===== src/psd_pkg.sv =====
// Constants shared by the slot, DMA and interrupt logic of the serial port
package psd_pkg;

  // Register bus
  localparam int ADDR_W = 8;
  localparam logic [7:0] OFS_RX_CFG = 8'h00;
  localparam logic [7:0] OFS_TX_CFG = 8'h04;
  localparam logic [7:0] OFS_DMA_THR = 8'h08;
  localparam logic [7:0] OFS_INT_EN = 8'h0c;
  localparam logic [7:0] OFS_INT_STAT = 8'h10;

  // Reset values
  localparam logic [31:0] RST_RX_CFG = 32'h0000_0000;
  localparam logic [31:0] RST_TX_CFG = 32'h0000_0000;
  localparam logic [31:0] RST_DMA_THR = 32'h1030_3020;
  localparam logic [3:0] RST_INT_EN = 4'h0;
  localparam logic [3:0] RST_INT_STAT = 4'h0;

  // Channel config: first slot in upper half, second slot in lower half
  localparam int SLOT1_BASE = 16;
  localparam int SLOT2_BASE = 0;
  localparam int FLD_WEX = 15;
  localparam int FLD_EN = 14;
  localparam int FLD_POS = 4;
  localparam int FLD_WID = 0;
  localparam logic [5:0] SLOT_MIN_W = 6'h08;
  localparam logic [5:0] SLOT_MAX_W = 6'h20;

  // DMA threshold fields, 7 bits each
  localparam int THR_TX_PANIC = 24;
  localparam int THR_RX_PANIC = 16;
  localparam int THR_TX_REQ = 8;
  localparam int THR_RX_REQ = 0;
  localparam logic [31:0] DMA_THR_MASK = 32'h7f7f_7f7f;

  // Interrupt bit order, same for enable and status
  localparam int IRQ_RX_ERR = 3;
  localparam int IRQ_TX_ERR = 2;
  localparam int IRQ_RX_READ = 1;
  localparam int IRQ_TX_WRITE = 0;

endpackage : psd_pkg


===== src/psd_slot_if.sv =====
// Signals between the frame counter and one slot tracker
`timescale 1ns/1ps
interface psd_slot_if;
  logic [9:0] pos;
  logic [3:0] wid;
  logic wex;
  logic en;
  logic tick;
  logic [9:0] cnt;
  logic [5:0] len;
  logic start;
  logic act;
  logic last;
  modport chan (input pos, wid, wex, en, tick, cnt,
                output len, start, act, last);
  modport user (output pos, wid, wex, en, tick, cnt,
                input len, start, act, last);
endinterface : psd_slot_if


===== src/psd_slot_chan.sv =====
// Tracks one channel slot: start at its position, count its width
`timescale 1ns/1ps
module psd_slot_chan
  import psd_pkg::*;
(
  // Clock and reset
  input wire logic clk,
  input wire logic rst,
  // Frame side
  psd_slot_if.chan s
);

  logic busy_q;
  logic busy_d;
  logic [5:0] left_q;
  logic [5:0] left_d;
  wire [5:0] raw_len = {1'b0, s.wex, s.wid} + SLOT_MIN_W;

  // Widths above the supported maximum are clamped
  assign s.len = (raw_len > SLOT_MAX_W) ? SLOT_MAX_W : raw_len;
  assign s.start = s.tick & ~busy_q & s.en & (s.cnt == s.pos);
  assign s.act = s.start | (s.tick & busy_q);
  assign s.last = s.tick & busy_q & (left_q == 6'h01);
  // Counting ignores frame restarts, so a slot may straddle the boundary
  assign busy_d = s.start | (busy_q & ~s.last);
  assign left_d = s.start ? s.len - 6'h01 :
                  (s.tick & busy_q) ? left_q - 6'h01 : left_q;

  always_ff @(posedge clk or posedge rst) begin
    if (rst) begin
      busy_q <= 1'b0;
      left_q <= 6'h00;
    end else begin
      busy_q <= busy_d;
      left_q <= left_d;
    end
  end

  a_slot_len_load: assert property (@(posedge clk) disable iff (rst)
    s.start |=> busy_q && left_q == $past(s.len) - 6'h01)
    else $error("slot counter not loaded with width");

endmodule : psd_slot_chan


===== src/psd_dma_irq.sv =====
// DMA request and panic levels, interrupt status and its output
`timescale 1ns/1ps
module psd_dma_irq
  import psd_pkg::*;
(
  // Clock and reset
  input wire logic clk,
  input wire logic rst,
  // FIFO state
  input wire logic [6:0] rx_level,
  input wire logic [6:0] tx_level,
  input wire logic [6:0] rx_thr,
  input wire logic [6:0] tx_thr,
  input wire logic rx_fifo_err,
  input wire logic tx_fifo_err,
  // Configuration
  input wire logic [31:0] dma_thr,
  input wire logic [3:0] int_en,
  input wire logic [3:0] stat_clr,
  // Results
  output logic tx_dreq,
  output logic tx_panic,
  output logic rx_dreq,
  output logic rx_panic,
  output logic [3:0] int_stat,
  output logic irq
);

  logic [3:0] cause;
  logic [3:0] stat_d;
  wire [6:0] tx_panic_thr = dma_thr[THR_TX_PANIC +: 7];
  wire [6:0] rx_panic_thr = dma_thr[THR_RX_PANIC +: 7];
  wire [6:0] tx_req_thr = dma_thr[THR_TX_REQ +: 7];
  wire [6:0] rx_req_thr = dma_thr[THR_RX_REQ +: 7];

  assign cause[IRQ_RX_ERR] = rx_fifo_err & int_en[IRQ_RX_ERR];
  assign cause[IRQ_TX_ERR] = tx_fifo_err & int_en[IRQ_TX_ERR];
  assign cause[IRQ_RX_READ] = (rx_level >= rx_thr) &
                              int_en[IRQ_RX_READ];
  assign cause[IRQ_TX_WRITE] = (tx_level < tx_thr) &
                               int_en[IRQ_TX_WRITE];
  // A new cause wins over a clear in the same cycle
  assign stat_d = (int_stat & ~stat_clr) | cause;
  assign irq = |int_stat;

  always_ff @(posedge clk or posedge rst) begin
    if (rst) begin
      tx_panic <= 1'b0;
      rx_panic <= 1'b0;
      tx_dreq <= 1'b0;
      rx_dreq <= 1'b0;
      int_stat <= RST_INT_STAT;
    end else begin
      tx_panic <= tx_level < tx_panic_thr;
      rx_panic <= rx_level > rx_panic_thr;
      tx_dreq <= tx_level < tx_req_thr;
      rx_dreq <= rx_level > rx_req_thr;
      int_stat <= stat_d;
    end
  end

  a_tx_panic_level: assert property (@(posedge clk) disable iff (rst)
    (tx_level < tx_panic_thr) |=> tx_panic)
    else $error("tx panic missing below level");
  a_rx_panic_level: assert property (@(posedge clk) disable iff (rst)
    1'b1 |=> rx_panic == $past(rx_level > rx_panic_thr))
    else $error("rx panic does not follow level");
  a_tx_req_level: assert property (@(posedge clk) disable iff (rst)
    !(tx_level < tx_req_thr) |=> !tx_dreq)
    else $error("tx request raised at or above level");
  a_rx_req_level: assert property (@(posedge clk) disable iff (rst)
    (rx_level > rx_req_thr) |=> rx_dreq)
    else $error("rx request missing above level");
  a_err_status_set: assert property (@(posedge clk) disable iff (rst)
    (rx_fifo_err && int_en[IRQ_RX_ERR]) |=> int_stat[IRQ_RX_ERR]
    ##0 irq)
    else $error("rx error not latched");
  a_status_w1c: assert property (@(posedge clk) disable iff (rst)
    (stat_clr[IRQ_TX_ERR] && !cause[IRQ_TX_ERR])
    |=> !int_stat[IRQ_TX_ERR])
    else $error("tx error status not cleared");
  a_status_sticky: assert property (@(posedge clk) disable iff (rst)
    (int_stat[IRQ_RX_READ] && !stat_clr[IRQ_RX_READ])
    |=> int_stat[IRQ_RX_READ])
    else $error("rx read status lost without clear");
  a_irq_hold: assert property (@(posedge clk) disable iff (rst)
    irq && !(|stat_clr) |=> irq)
    else $error("interrupt dropped before clear");

endmodule : psd_dma_irq


===== src/psd_top.sv =====
// Slot placement, FIFO word mapping, DMA and interrupt registers
`timescale 1ns/1ps
module psd_top
  import psd_pkg::*;
(
  // Clock and reset
  input wire logic clk,
  input wire logic rst,
  // Register port
  input wire logic [ADDR_W-1:0] reg_addr,
  input wire logic [31:0] reg_wdata,
  input wire logic reg_wr,
  input wire logic reg_rd,
  output logic [31:0] reg_rdata,
  // Serial link pins
  input wire logic pcm_clk,
  input wire logic pcm_fs,
  input wire logic pcm_din,
  output logic pcm_dout,
  output logic pcm_dout_oe_n,
  // Control from the port's control register
  input wire logic receive_enable,
  input wire logic [6:0] receive_fifo_threshold,
  input wire logic [6:0] transmit_fifo_threshold,
  // Receive FIFO
  output logic rx_push,
  output logic [31:0] rx_data,
  input wire logic [6:0] rx_level,
  input wire logic rx_fifo_err,
  // Transmit FIFO, data valid with pop (show-ahead)
  output logic tx_pop,
  input wire logic [31:0] tx_data,
  input wire logic [6:0] tx_level,
  input wire logic tx_fifo_err,
  // DMA and interrupt
  output logic tx_dreq,
  output logic tx_panic,
  output logic rx_dreq,
  output logic rx_panic,
  output logic irq
);

  // Registers
  logic [31:0] rx_cfg_q;
  logic [31:0] tx_cfg_q;
  logic [31:0] dma_thr_q;
  logic [3:0] int_en_q;
  logic [3:0] int_stat;

  wire sel_rx = reg_addr == OFS_RX_CFG;
  wire sel_tx = reg_addr == OFS_TX_CFG;
  wire sel_dma = reg_addr == OFS_DMA_THR;
  wire sel_en = reg_addr == OFS_INT_EN;
  wire sel_stat = reg_addr == OFS_INT_STAT;
  wire [3:0] stat_clr = (reg_wr & sel_stat) ? reg_wdata[3:0] : 4'h0;
  wire [31:0] rd_mux = sel_rx ? rx_cfg_q :
                       sel_tx ? tx_cfg_q :
                       sel_dma ? dma_thr_q :
                       sel_en ? {28'h0000000, int_en_q} :
                       sel_stat ? {28'h0000000, int_stat} : 32'h0000_0000;

  always_ff @(posedge clk or posedge rst) begin
    if (rst) begin
      rx_cfg_q <= RST_RX_CFG;
      tx_cfg_q <= RST_TX_CFG;
      dma_thr_q <= RST_DMA_THR;
      int_en_q <= RST_INT_EN;
      reg_rdata <= 32'h0000_0000;
    end else begin
      if (reg_wr && sel_rx) rx_cfg_q <= reg_wdata;
      if (reg_wr && sel_tx) tx_cfg_q <= reg_wdata;
      // Reserved threshold bits are kept at zero
      if (reg_wr && sel_dma) dma_thr_q <= reg_wdata & DMA_THR_MASK;
      if (reg_wr && sel_en) int_en_q <= reg_wdata[3:0];
      reg_rdata <= reg_rd ? rd_mux : 32'h0000_0000;
    end
  end

  // Link pin synchronisers: clock, frame sync, data
  logic [2:0] pin_s1_q;
  logic [2:0] pin_s2_q;
  logic clk_prev_q;
  logic fs_prev_q;
  logic [9:0] cnt_q;
  logic rx_run_q;

  wire bclk_rise = pin_s2_q[0] & ~clk_prev_q;
  wire bclk_fall = ~pin_s2_q[0] & clk_prev_q;
  wire frame_begin = bclk_rise & pin_s2_q[1] & ~fs_prev_q;
  wire [9:0] cnt_now = frame_begin ? 10'h000 : cnt_q + 10'h001;

  always_ff @(posedge clk or posedge rst) begin
    if (rst) begin
      pin_s1_q <= 3'h0;
      pin_s2_q <= 3'h0;
      clk_prev_q <= 1'b0;
      fs_prev_q <= 1'b0;
      cnt_q <= 10'h000;
      rx_run_q <= 1'b0;
    end else begin
      pin_s1_q <= {pcm_din, pcm_fs, pcm_clk};
      pin_s2_q <= pin_s1_q;
      clk_prev_q <= pin_s2_q[0];
      if (bclk_rise) begin
        fs_prev_q <= pin_s2_q[1];
        cnt_q <= cnt_now;
      end
      // Starting or stopping reception only takes effect at a frame start
      if (frame_begin) rx_run_q <= receive_enable;
    end
  end

  // Slot trackers: 0/1 receive first/second, 2/3 transmit first/second
  psd_slot_if sif[4] ();
  logic [3:0] s_start;
  logic [3:0] s_act;
  logic [3:0] s_last;
  logic [31:0] rx_cap [2];
  logic [1:0] rx_done;
  logic [1:0] tx_bit;

  for (genvar gi = 0; gi < 4; gi++) begin : g_slot
    localparam int B = (gi % 2 == 0) ? SLOT1_BASE : SLOT2_BASE;
    wire [31:0] cfg = (gi < 2) ? rx_cfg_q : tx_cfg_q;
    wire run = (gi < 2) ? rx_run_q : 1'b1;
    assign sif[gi].pos = cfg[B+FLD_POS +: 10];
    assign sif[gi].wid = cfg[B+FLD_WID +: 4];
    assign sif[gi].wex = cfg[B+FLD_WEX];
    assign sif[gi].en = cfg[B+FLD_EN] & run;
    assign sif[gi].tick = bclk_rise;
    assign sif[gi].cnt = cnt_now;
    assign s_start[gi] = sif[gi].start;
    assign s_act[gi] = sif[gi].act;
    assign s_last[gi] = sif[gi].last;

    psd_slot_chan u_chan (
      .clk(clk),
      .rst(rst),
      .s(sif[gi])
    );

    if (gi < 2) begin : g_rx
      // Bit is taken on the falling edge after the slot's rising edge
      logic pend_q;
      logic lastp_q;
      logic [31:0] sh_q;
      always_ff @(posedge clk or posedge rst) begin
        if (rst) begin
          pend_q <= 1'b0;
          lastp_q <= 1'b0;
          sh_q <= 32'h0000_0000;
        end else begin
          if (bclk_rise) begin
            pend_q <= s_act[gi];
            lastp_q <= s_last[gi];
          end else if (bclk_fall) begin
            pend_q <= 1'b0;
          end
          if (bclk_fall && pend_q) sh_q <= {sh_q[30:0], pin_s2_q[2]};
        end
      end
      assign rx_cap[gi] = {sh_q[30:0], pin_s2_q[2]};
      assign rx_done[gi] = bclk_fall & pend_q & lastp_q;
    end else begin : g_tx
      // Word left-aligned so its MSB leaves first
      logic [31:0] sh_q;
      wire [5:0] shamt = SLOT_MAX_W - sif[gi].len;
      wire [31:0] aligned = tx_data << shamt;
      always_ff @(posedge clk or posedge rst) begin
        if (rst) begin
          sh_q <= 32'h0000_0000;
        end else if (s_start[gi]) begin
          sh_q <= {aligned[30:0], 1'b0};
        end else if (s_act[gi]) begin
          sh_q <= {sh_q[30:0], 1'b0};
        end
      end
      assign tx_bit[gi-2] = s_start[gi] ? aligned[31] : sh_q[31];
    end
  end

  // Slot overlap is not checked; one pop per cycle in which either transmit slot starts
  assign tx_pop = s_start[2] | s_start[3];

  always_ff @(posedge clk or posedge rst) begin
    if (rst) begin
      rx_push <= 1'b0;
      rx_data <= 32'h0000_0000;
      pcm_dout <= 1'b0;
      pcm_dout_oe_n <= 1'b1;
    end else begin
      rx_push <= |rx_done;
      if (rx_done[0]) rx_data <= rx_cap[0];
      else if (rx_done[1]) rx_data <= rx_cap[1];
      if (bclk_rise) begin
        pcm_dout <= s_act[2] ? tx_bit[0] : (s_act[3] ? tx_bit[1] : 1'b0);
        pcm_dout_oe_n <= ~(s_act[2] | s_act[3]);
      end
    end
  end

  psd_dma_irq u_dma_irq (
    .clk(clk),
    .rst(rst),
    .rx_level(rx_level),
    .tx_level(tx_level),
    .rx_thr(receive_fifo_threshold),
    .tx_thr(transmit_fifo_threshold),
    .rx_fifo_err(rx_fifo_err),
    .tx_fifo_err(tx_fifo_err),
    .dma_thr(dma_thr_q),
    .int_en(int_en_q),
    .stat_clr(stat_clr),
    .tx_dreq(tx_dreq),
    .tx_panic(tx_panic),
    .rx_dreq(rx_dreq),
    .rx_panic(rx_panic),
    .int_stat(int_stat),
    .irq(irq)
  );

  a_tx_pop_enabled: assert property (@(posedge clk) disable iff (rst)
    tx_pop |-> (s_start[2] && tx_cfg_q[SLOT1_BASE+FLD_EN]) ||
    (s_start[3] && tx_cfg_q[SLOT2_BASE+FLD_EN]))
    else $error("transmit pop for disabled channel");
  a_rx_push_running: assert property (@(posedge clk) disable iff (rst)
    rx_push |-> $past(rx_run_q))
    else $error("receive push while reception stopped");
  a_rx_start_frame: assert property (@(posedge clk) disable iff (rst)
    $rose(rx_run_q) |-> $past(frame_begin))
    else $error("reception started off a frame start");

endmodule : psd_top


===== config.mk =====
export PLATFORM = sky130hd
export DESIGN_NAME = psd_top
export DESIGN_NICKNAME = d
export VERILOG_FILES = /design/src/psd_pkg.sv /design/src/psd_slot_if.sv /design/src/psd_slot_chan.sv /design/src/psd_dma_irq.sv /design/src/psd_top.sv
export SDC_FILE = /design/constraint.sdc
export NUM_CORES = 1
export LEC_CHECK = 0
export ABC_AREA = 1
export BUFFER_PORTS_ARGS = -buffer_cell sky130_fd_sc_hd__buf_2
export CAP_MARGIN = 20
export CORE_ASPECT_RATIO = 0.7
export CORE_UTILIZATION = 30
export CTS_BUF_LIST = sky130_fd_sc_hd__clkbuf_2
export CTS_CLUSTER_DIAMETER = 50
export DETAILED_ROUTE_END_ITERATION = 8
export PLACE_DENSITY_LB_ADDON = 0.12
export SYNTH_ARGS = -nofsm -noshare
export SYNTH_HDL_FRONTEND = slang
export SYNTH_HIERARCHICAL = 1
export SYNTH_SLANG_ARGS = --single-unit
export TNS_END_PERCENT = 5

===== constraint.sdc =====
create_clock -name clk -period 22.8 [get_ports clk]
set_clock_uncertainty 0.2 [all_clocks]
set_input_delay 2.28 -clock clk [delete_from_list [all_inputs] [get_ports clk]]
set_output_delay 2.28 -clock clk [all_outputs]
set_load 0.005 [all_outputs]

Word-level counts from Yosys, hierarchy flattened
Cells that the tools add are included.

storage, ports and cells
  bits in registers = 348
  output and inout port bits = 73
  bits of input ports = 110

cells by class
  multiplexer cells = 33
  bitwise logic cells = 64
  $lt $le $gt $ge = 10
  shift operators = 2
  add/sub/neg operators = 15
  equal/unequal tests = 12
  reduce and logical (&&, ||, !) cells = 17

operator list
  operator                                                            count
  32-bit 2-to-1 mux                                                   9
  6-bit 2-to-1 mux                                                    12
  32-bit by 6-bit << shifter with 32-bit output                       2
  6-bit by 1-bit subtractor with 6-bit output, second input constant  8
  10-bit == test                                                      4
  1-bit AND                                                           39
  31-bit 2-to-1 mux                                                   1
  5-bit by 4-bit adder with 6-bit output, second input constant       4
  6-bit by 1-bit == test with 1-bit output, second input constant     4
  6-bit > comparator, second input constant                           4
  7-bit < comparator                                                  3
  8-bit by 4-bit == test with 1-bit output, second input constant     2
  2-bit nonzero test                                                  8
  7-bit > comparator                                                  2
  4-bit 2-to-1 mux                                                    3
  1-bit NOT                                                           12
  6-bit subtractor, first input constant                              2
  10-bit by 1-bit adder with 10-bit output, second input constant     1
  10-bit 2-to-1 mux                                                   1
  1-bit OR                                                            10
  8-bit by 3-bit == test with 1-bit output, second input constant     1
  8-bit by 5-bit == test with 1-bit output, second input constant     1
  8-bit zero test                                                     1
  7-bit >= comparator                                                 1
  7 further kinds                                                     18

Logic depth before layout (Yosys ltp)
  depth after elaboration = 10
  mapped depth = 24

Hierarchy
Netlist, hierarchy kept.

modules (own cells, without submodules)
  module         area each (µm²)  cells each  sequential area each (µm²)  instances
  psd_top        16158.0          2136        7766.2                      1
  psd_slot_chan  828.3            131         175.2                       4
  psd_dma_irq    1260.0           177         200.2                       1

Worst setup path after synthesis
OpenSTA, ideal clock, no wires.

  path kind = reg-to-output
  from = register clk_prev_q
  to = output tx_pop
  data arrival time = 2.630 ns
  stages on the path, launching flop included = 16
  slack = 17.690 ns
  path buffers = 2
  required time = 20.320 ns
  cells stage by stage = dfrtp_1 inv_1 ha_1 clkbuf_1 nand2_1 nor2_1 inv_1 o21ai_0 a21oi_1 xnor2_1 nor3b_1 nand3_1 inv_1 inv_1 clkbuf_1 nand2_1

on the way
  cells in the longest elaborated chain, start to end = 8
  elaborated cells between the ends (all ways) = 14
  those cells by class = eq/ne: 2; mux: 1; bitwise: 11

ends and longest elaborated chain
  element                  line                 text
  from (decl)              psd_top.sv:82        logic clk_prev_q;
  from (signal assigned)   psd_top.sv:103       clk_prev_q <= pin_s2_q[0];
  1-bit NOT                psd_top.sv:87        wire bclk_rise = pin_s2_q[0] & ~clk_prev_q;
  1-bit AND                psd_top.sv:87
  named net bclk_rise      psd_top.sv:87
  1-bit AND (2 in series)  psd_top.sv:89        wire frame_begin = bclk_rise & pin_s2_q[1] & ~fs_prev_q;
  10-bit 2-to-1 mux        psd_top.sv:90        wire [9:0] cnt_now = frame_begin ? 10'h000 : cnt_q + 10'h001;
  named net cnt_now[4]     psd_top.sv:90
  10-bit == test           psd_slot_chan.sv:21  assign s.start = s.tick & ~busy_q & s.en & (s.cnt == s.pos);
  1-bit AND                psd_slot_chan.sv:21
  named net sif[3].start   psd_slot_if.sv:11    logic start;
  1-bit OR                 psd_top.sv:183       assign tx_pop = s_start[2] | s_start[3];
  to (decl)                psd_top.sv:31        output logic tx_pop,

The timed path passes the listed nets, and every way through them passes these cells.

Final worst setup path
  from = register pin_s2_q[0]
  to = output tx_pop

on the way
  cells in the longest elaborated chain, start to end = 7
  elaborated cells between the ends (all ways) = 13
  those cells by class = eq/ne: 2; mux: 1; bitwise: 10

ends and longest elaborated chain
  element                  line                 text
  from (decl)              psd_top.sv:81        logic [2:0] pin_s2_q;
  from (signal assigned)   psd_top.sv:102       pin_s2_q <= pin_s1_q;
  1-bit AND                psd_top.sv:87
  named net bclk_rise      psd_top.sv:87
  1-bit AND (2 in series)  psd_top.sv:89
  10-bit 2-to-1 mux        psd_top.sv:90
  named net cnt_now[4]     psd_top.sv:90
  10-bit == test           psd_slot_chan.sv:21
  1-bit AND                psd_slot_chan.sv:21
  named net sif[3].start   psd_slot_if.sv:11
  1-bit OR                 psd_top.sv:183

The timed path passes the listed nets, and every way through them passes these cells.

==> impl_results.rst <==
.. list-table::
   :header-rows: 1

   * - Metric
     - Value
   * - Outcome
     - completed
   * - Post-CTS setup-driven buffer insertion count
     - 0
   * - Largest driver fanout on the critical path
     - 34
   * - Count of unresolved DRC violations after routing
     - 0
   * - Cts repair resizes
     - 0
   * - Reg-to-Reg End
     - g_slot[2].g_tx.sh_q[24]$_DFFE_PP0P_
   * - Max-slew violation count
     - 0
   * - Worst hold path startpoint
     - pin_s1_q[2]$_DFF_PP0_
   * - Num rows
     - 80
   * - Post-layout minimum cycle time
     - 7.344 ns
   * - Number of levels the H-tree was split into
     - 3
   * - Estimated wirelength of the detail-placed design
     - 48.27 mm
   * - Number of clock buffers inserted by TritonCTS
     - 93
   * - Routed wirelength normalized by instance count
     - 16.57 um
   * - Number of warnings issued by yosys
     - 6
   * - Total iterations of the first detailed-routing run
     - 6
   * - Die extent in y
     - around 220 um
   * - Worst-Skew Late Latency
     - 1.17 ns
   * - Count of fill cells added during filler insertion
     - 7440
   * - I/O pin cnt
     - between 150 and 200
   * - Data arrival time at the worst-slack endpoint
     - 4.86 ns
   * - Part of the total power dissipated in sequential elements
     - 0.461
   * - Rel. slew slack
     - 0.2466
   * - Total number of vias
     - 19017
   * - Remaining Overflow, GRT
     - 0
   * - CTS tree
     - done
   * - Net Sw Frac
     - 0.3760
   * - Combined area of all synthesized cells
     - approximately 21000 um2
   * - Core region area
     - 68170 um2
   * - Crit path kind
     - flip-flop to primary output
   * - Clock tree buffer depth
     - 3
   * - Power density normalized to cell area
     - 67.92 nW/um2
   * - Synthesized area divided by synthesized cell count
     - 7.313 um2
   * - Finished Core Util
     - 0.3393
   * - Maximum number of pins on one net before global-route repair
     - 118
   * - Die extent in x
     - 316.0 um
   * - Layout cells sized above 1
     - 0.1441
   * - Antenna violations before repair
     - 5
   * - WL met1
     - 33.85 mm
   * - Internal portion of total power
     - between 900 and 1000 uW
   * - Sort of element at the start of the critical path
     - flip-flop
   * - Max-Cap Viols
     - 0
   * - Vias in the first global route
     - 18434
   * - Category of the worst setup path capture point
     - primary output
   * - Slew at the pin with the worst max-slew slack
     - about 1.1 ns
   * - Synthesis-to-finish area growth
     - 11.68%
   * - Wire length of the first global-routing pass
     - 103.7 mm
   * - Origin of the critical flop-to-flop path
     - g_slot[2].cfg[19]$_DFFE_PP0P_
   * - Number of antenna-violating nets in the routed design
     - 0
   * - Highest signal layer in the routed design
     - met5
   * - Detailed-routed wire length on met2
     - 27.18 mm
   * - Post-detailed-route via-to-cell ratio
     - 4.796
   * - Leakage power figure
     - ~0.012 uW
   * - Combinational group share of total power
     - 0.259
   * - Net count reported at finish
     - 3174
   * - Sw power
     - 590.7 uW
   * - Die Outline Area
     - 70100 um2
   * - Initial standard-cell utilization of the core
     - 0.3038
   * - Setup TNS
     - 0 ns
   * - Clock power share
     - 0.280
   * - Worst setup slack for register-to-register paths
     - between 15 and 20 ns
   * - Cts-stage hold buffer count
     - 0
   * - Unrepaired setup endpoints after global routing
     - false
   * - Cell depth of the worst min-delay path
     - 0
   * - Number of design-rule violations left by the first detailed-router iteration
     - 1398
   * - Clock transition time at the flip-flop clock pins of the worst setup and hold paths
     - around 0.10 ns
   * - Worst VDD drop
     - 0.00002699 V
   * - Hold/Removal Path Class
     - flip-flop to flip-flop
   * - Number of setup violations in the final report
     - 0
   * - Data required time at the worst endpoint
     - 20.32 ns
   * - Count of clock tree sinks
     - 346
   * - Port buffer count
     - between 150 and 200
   * - Final critical-path share of the clock period
     - 0.3221
   * - Gpl congestion
     - 0.9342
   * - Synthesized Nets
     - 3006
   * - Root buffer cell
     - sky130_fd_sc_hd__clkbuf_2
   * - DR WL met3
     - 3.661 mm
   * - FF-to-FF path depth
     - 18
   * - Wire length reported by the detailed router
     - 65.71 mm
   * - Final Hold Violating Endpoints
     - 0
   * - Tot GR Track Use
     - 0.1888
   * - Destination of the worst hold path
     - pin_s2_q[2]$_DFF_PP0_
   * - Achievable clock frequency
     - 136.2 MHz
   * - Cells after Synth
     - 2832
-- power by group through the flow --
stage | clock network [uW] | logic [uW] | registers, uW
2_1_floorplan | 0 | 316 | 720
3_3_place_gp | 0 | 402 | 734
3_5_place_dp | 0 | 407 | 735
4_1_cts | 466 | 408 | 724
5_1_grt | 496 | 465 | 732
6_report | 440 | 407 | 724
-- worst max-delay path by stage --
stage	endpoint	slack, ns	startpoint
2_1_floorplan	clk_prev_q$_DFF_PP0_	11.76	rst
5_1_grt	tx_pop	14.91	pin_s2_q[0]$_DFF_PP0_
3_3_place_gp	tx_pop	16.66	pin_s2_q[0]$_DFF_PP0_
3_5_place_dp	tx_pop	16.58	clk_prev_q$_DFF_PP0_
6_report	tx_pop	15.46	pin_s2_q[0]$_DFF_PP0_
4_1_cts	tx_pop	15.24	clk_prev_q$_DFF_PP0_
-- cell usage in the layout (no fill, tap or decap), drive strengths merged, types with 7 or more instances in the layout --
cell type,n
a22oi,14
a21oi,139
xor2,22
dfrtp,339
nor3,10
dfstp,7
clkinv,27
a31oi,11
nand2,801
nor2,172
nand4,12
ha,64
inv,339
buf,202
or2,29
nand3,298
clkbuf,125
xnor2,28
o22ai,9
o21ai,360
o211ai,15
-- per-layer routing --
layer,global-route usage,vias to the layer above
met1,0.2862,8948
li1,-,9559
met2,0.2678,425
met3,0.04190,83
met4,0.04582,2
met5,0,-
-- flip-flops by register name, summed over array words and instances, names as in the netlist, 3 cells and up --
register,cells
g_slot.g_tx.sh_q,62
u_dma_irq/int_stat,4
int_en_q,4
rx_data,32
g_slot.cfg,64
dma_thr_q,28
reg_rdata,32
pin_s2_q,3
pin_s1_q,3
g_slot.g_rx.sh_q,62
g_slot.u_chan/busy_q,4
g_slot.u_chan/left_q,24
cnt_q,10
-- final cells by class --
| class | count | area [um2] | share of cell area |
|---|---|---|---|
| Sequential cell | 346 | 8667 | 0.3747 |
| Clock buffer | 125 | 625.6 | 0.02705 |
| Tap cell | 902 | 1129 | 0.04880 |
| Clock inverter | 31 | 161.4 | 0.006979 |
| Antenna cell | 2 | 5.005 | 0.0002164 |
| Timing Repair Buffer | 202 | 1106 | 0.04782 |
| Multi-Input combinational cell | 2021 | 10160 | 0.4394 |
| Inverter | 336 | 1272 | 0.05502 |
-- stage by stage --
stage	total power (uW)	cells	area, um2	setup WS [ns]	hold slack, ns
floorplan	1036	2832	20710	11.76	0.1312
CTS	1598	3960	23060	15.24	0.1484
global route	1693	3965	23130	14.91	0.1634
global placement	1135	3804	22270	16.66	0.1357
finish	1571	3965	23130	15.46	0.1488
detailed placement	1141	3804	22270	16.58	0.1371
-- worst max-delay path, stage by stage, from the launching register on --
cell	delay, ns
sky130_fd_sc_hd__dfrtp_1	0.41
sky130_fd_sc_hd__ha_1	0.19
sky130_fd_sc_hd__buf_4	0.24
sky130_fd_sc_hd__nand2_1	0.12
sky130_fd_sc_hd__nor2_1	0.11
sky130_fd_sc_hd__inv_1	0.20
sky130_fd_sc_hd__o21ai_0	0.13
sky130_fd_sc_hd__a21oi_1	0.58
sky130_fd_sc_hd__xnor2_1	0.17
sky130_fd_sc_hd__nor3b_1	0.17
sky130_fd_sc_hd__nand3_1	0.13
sky130_fd_sc_hd__inv_1	0.16
sky130_fd_sc_hd__inv_1	0.71
sky130_fd_sc_hd__nand2_1	0.18
sky130_fd_sc_hd__buf_2	0.19
(Power assumes the default switching activity.)
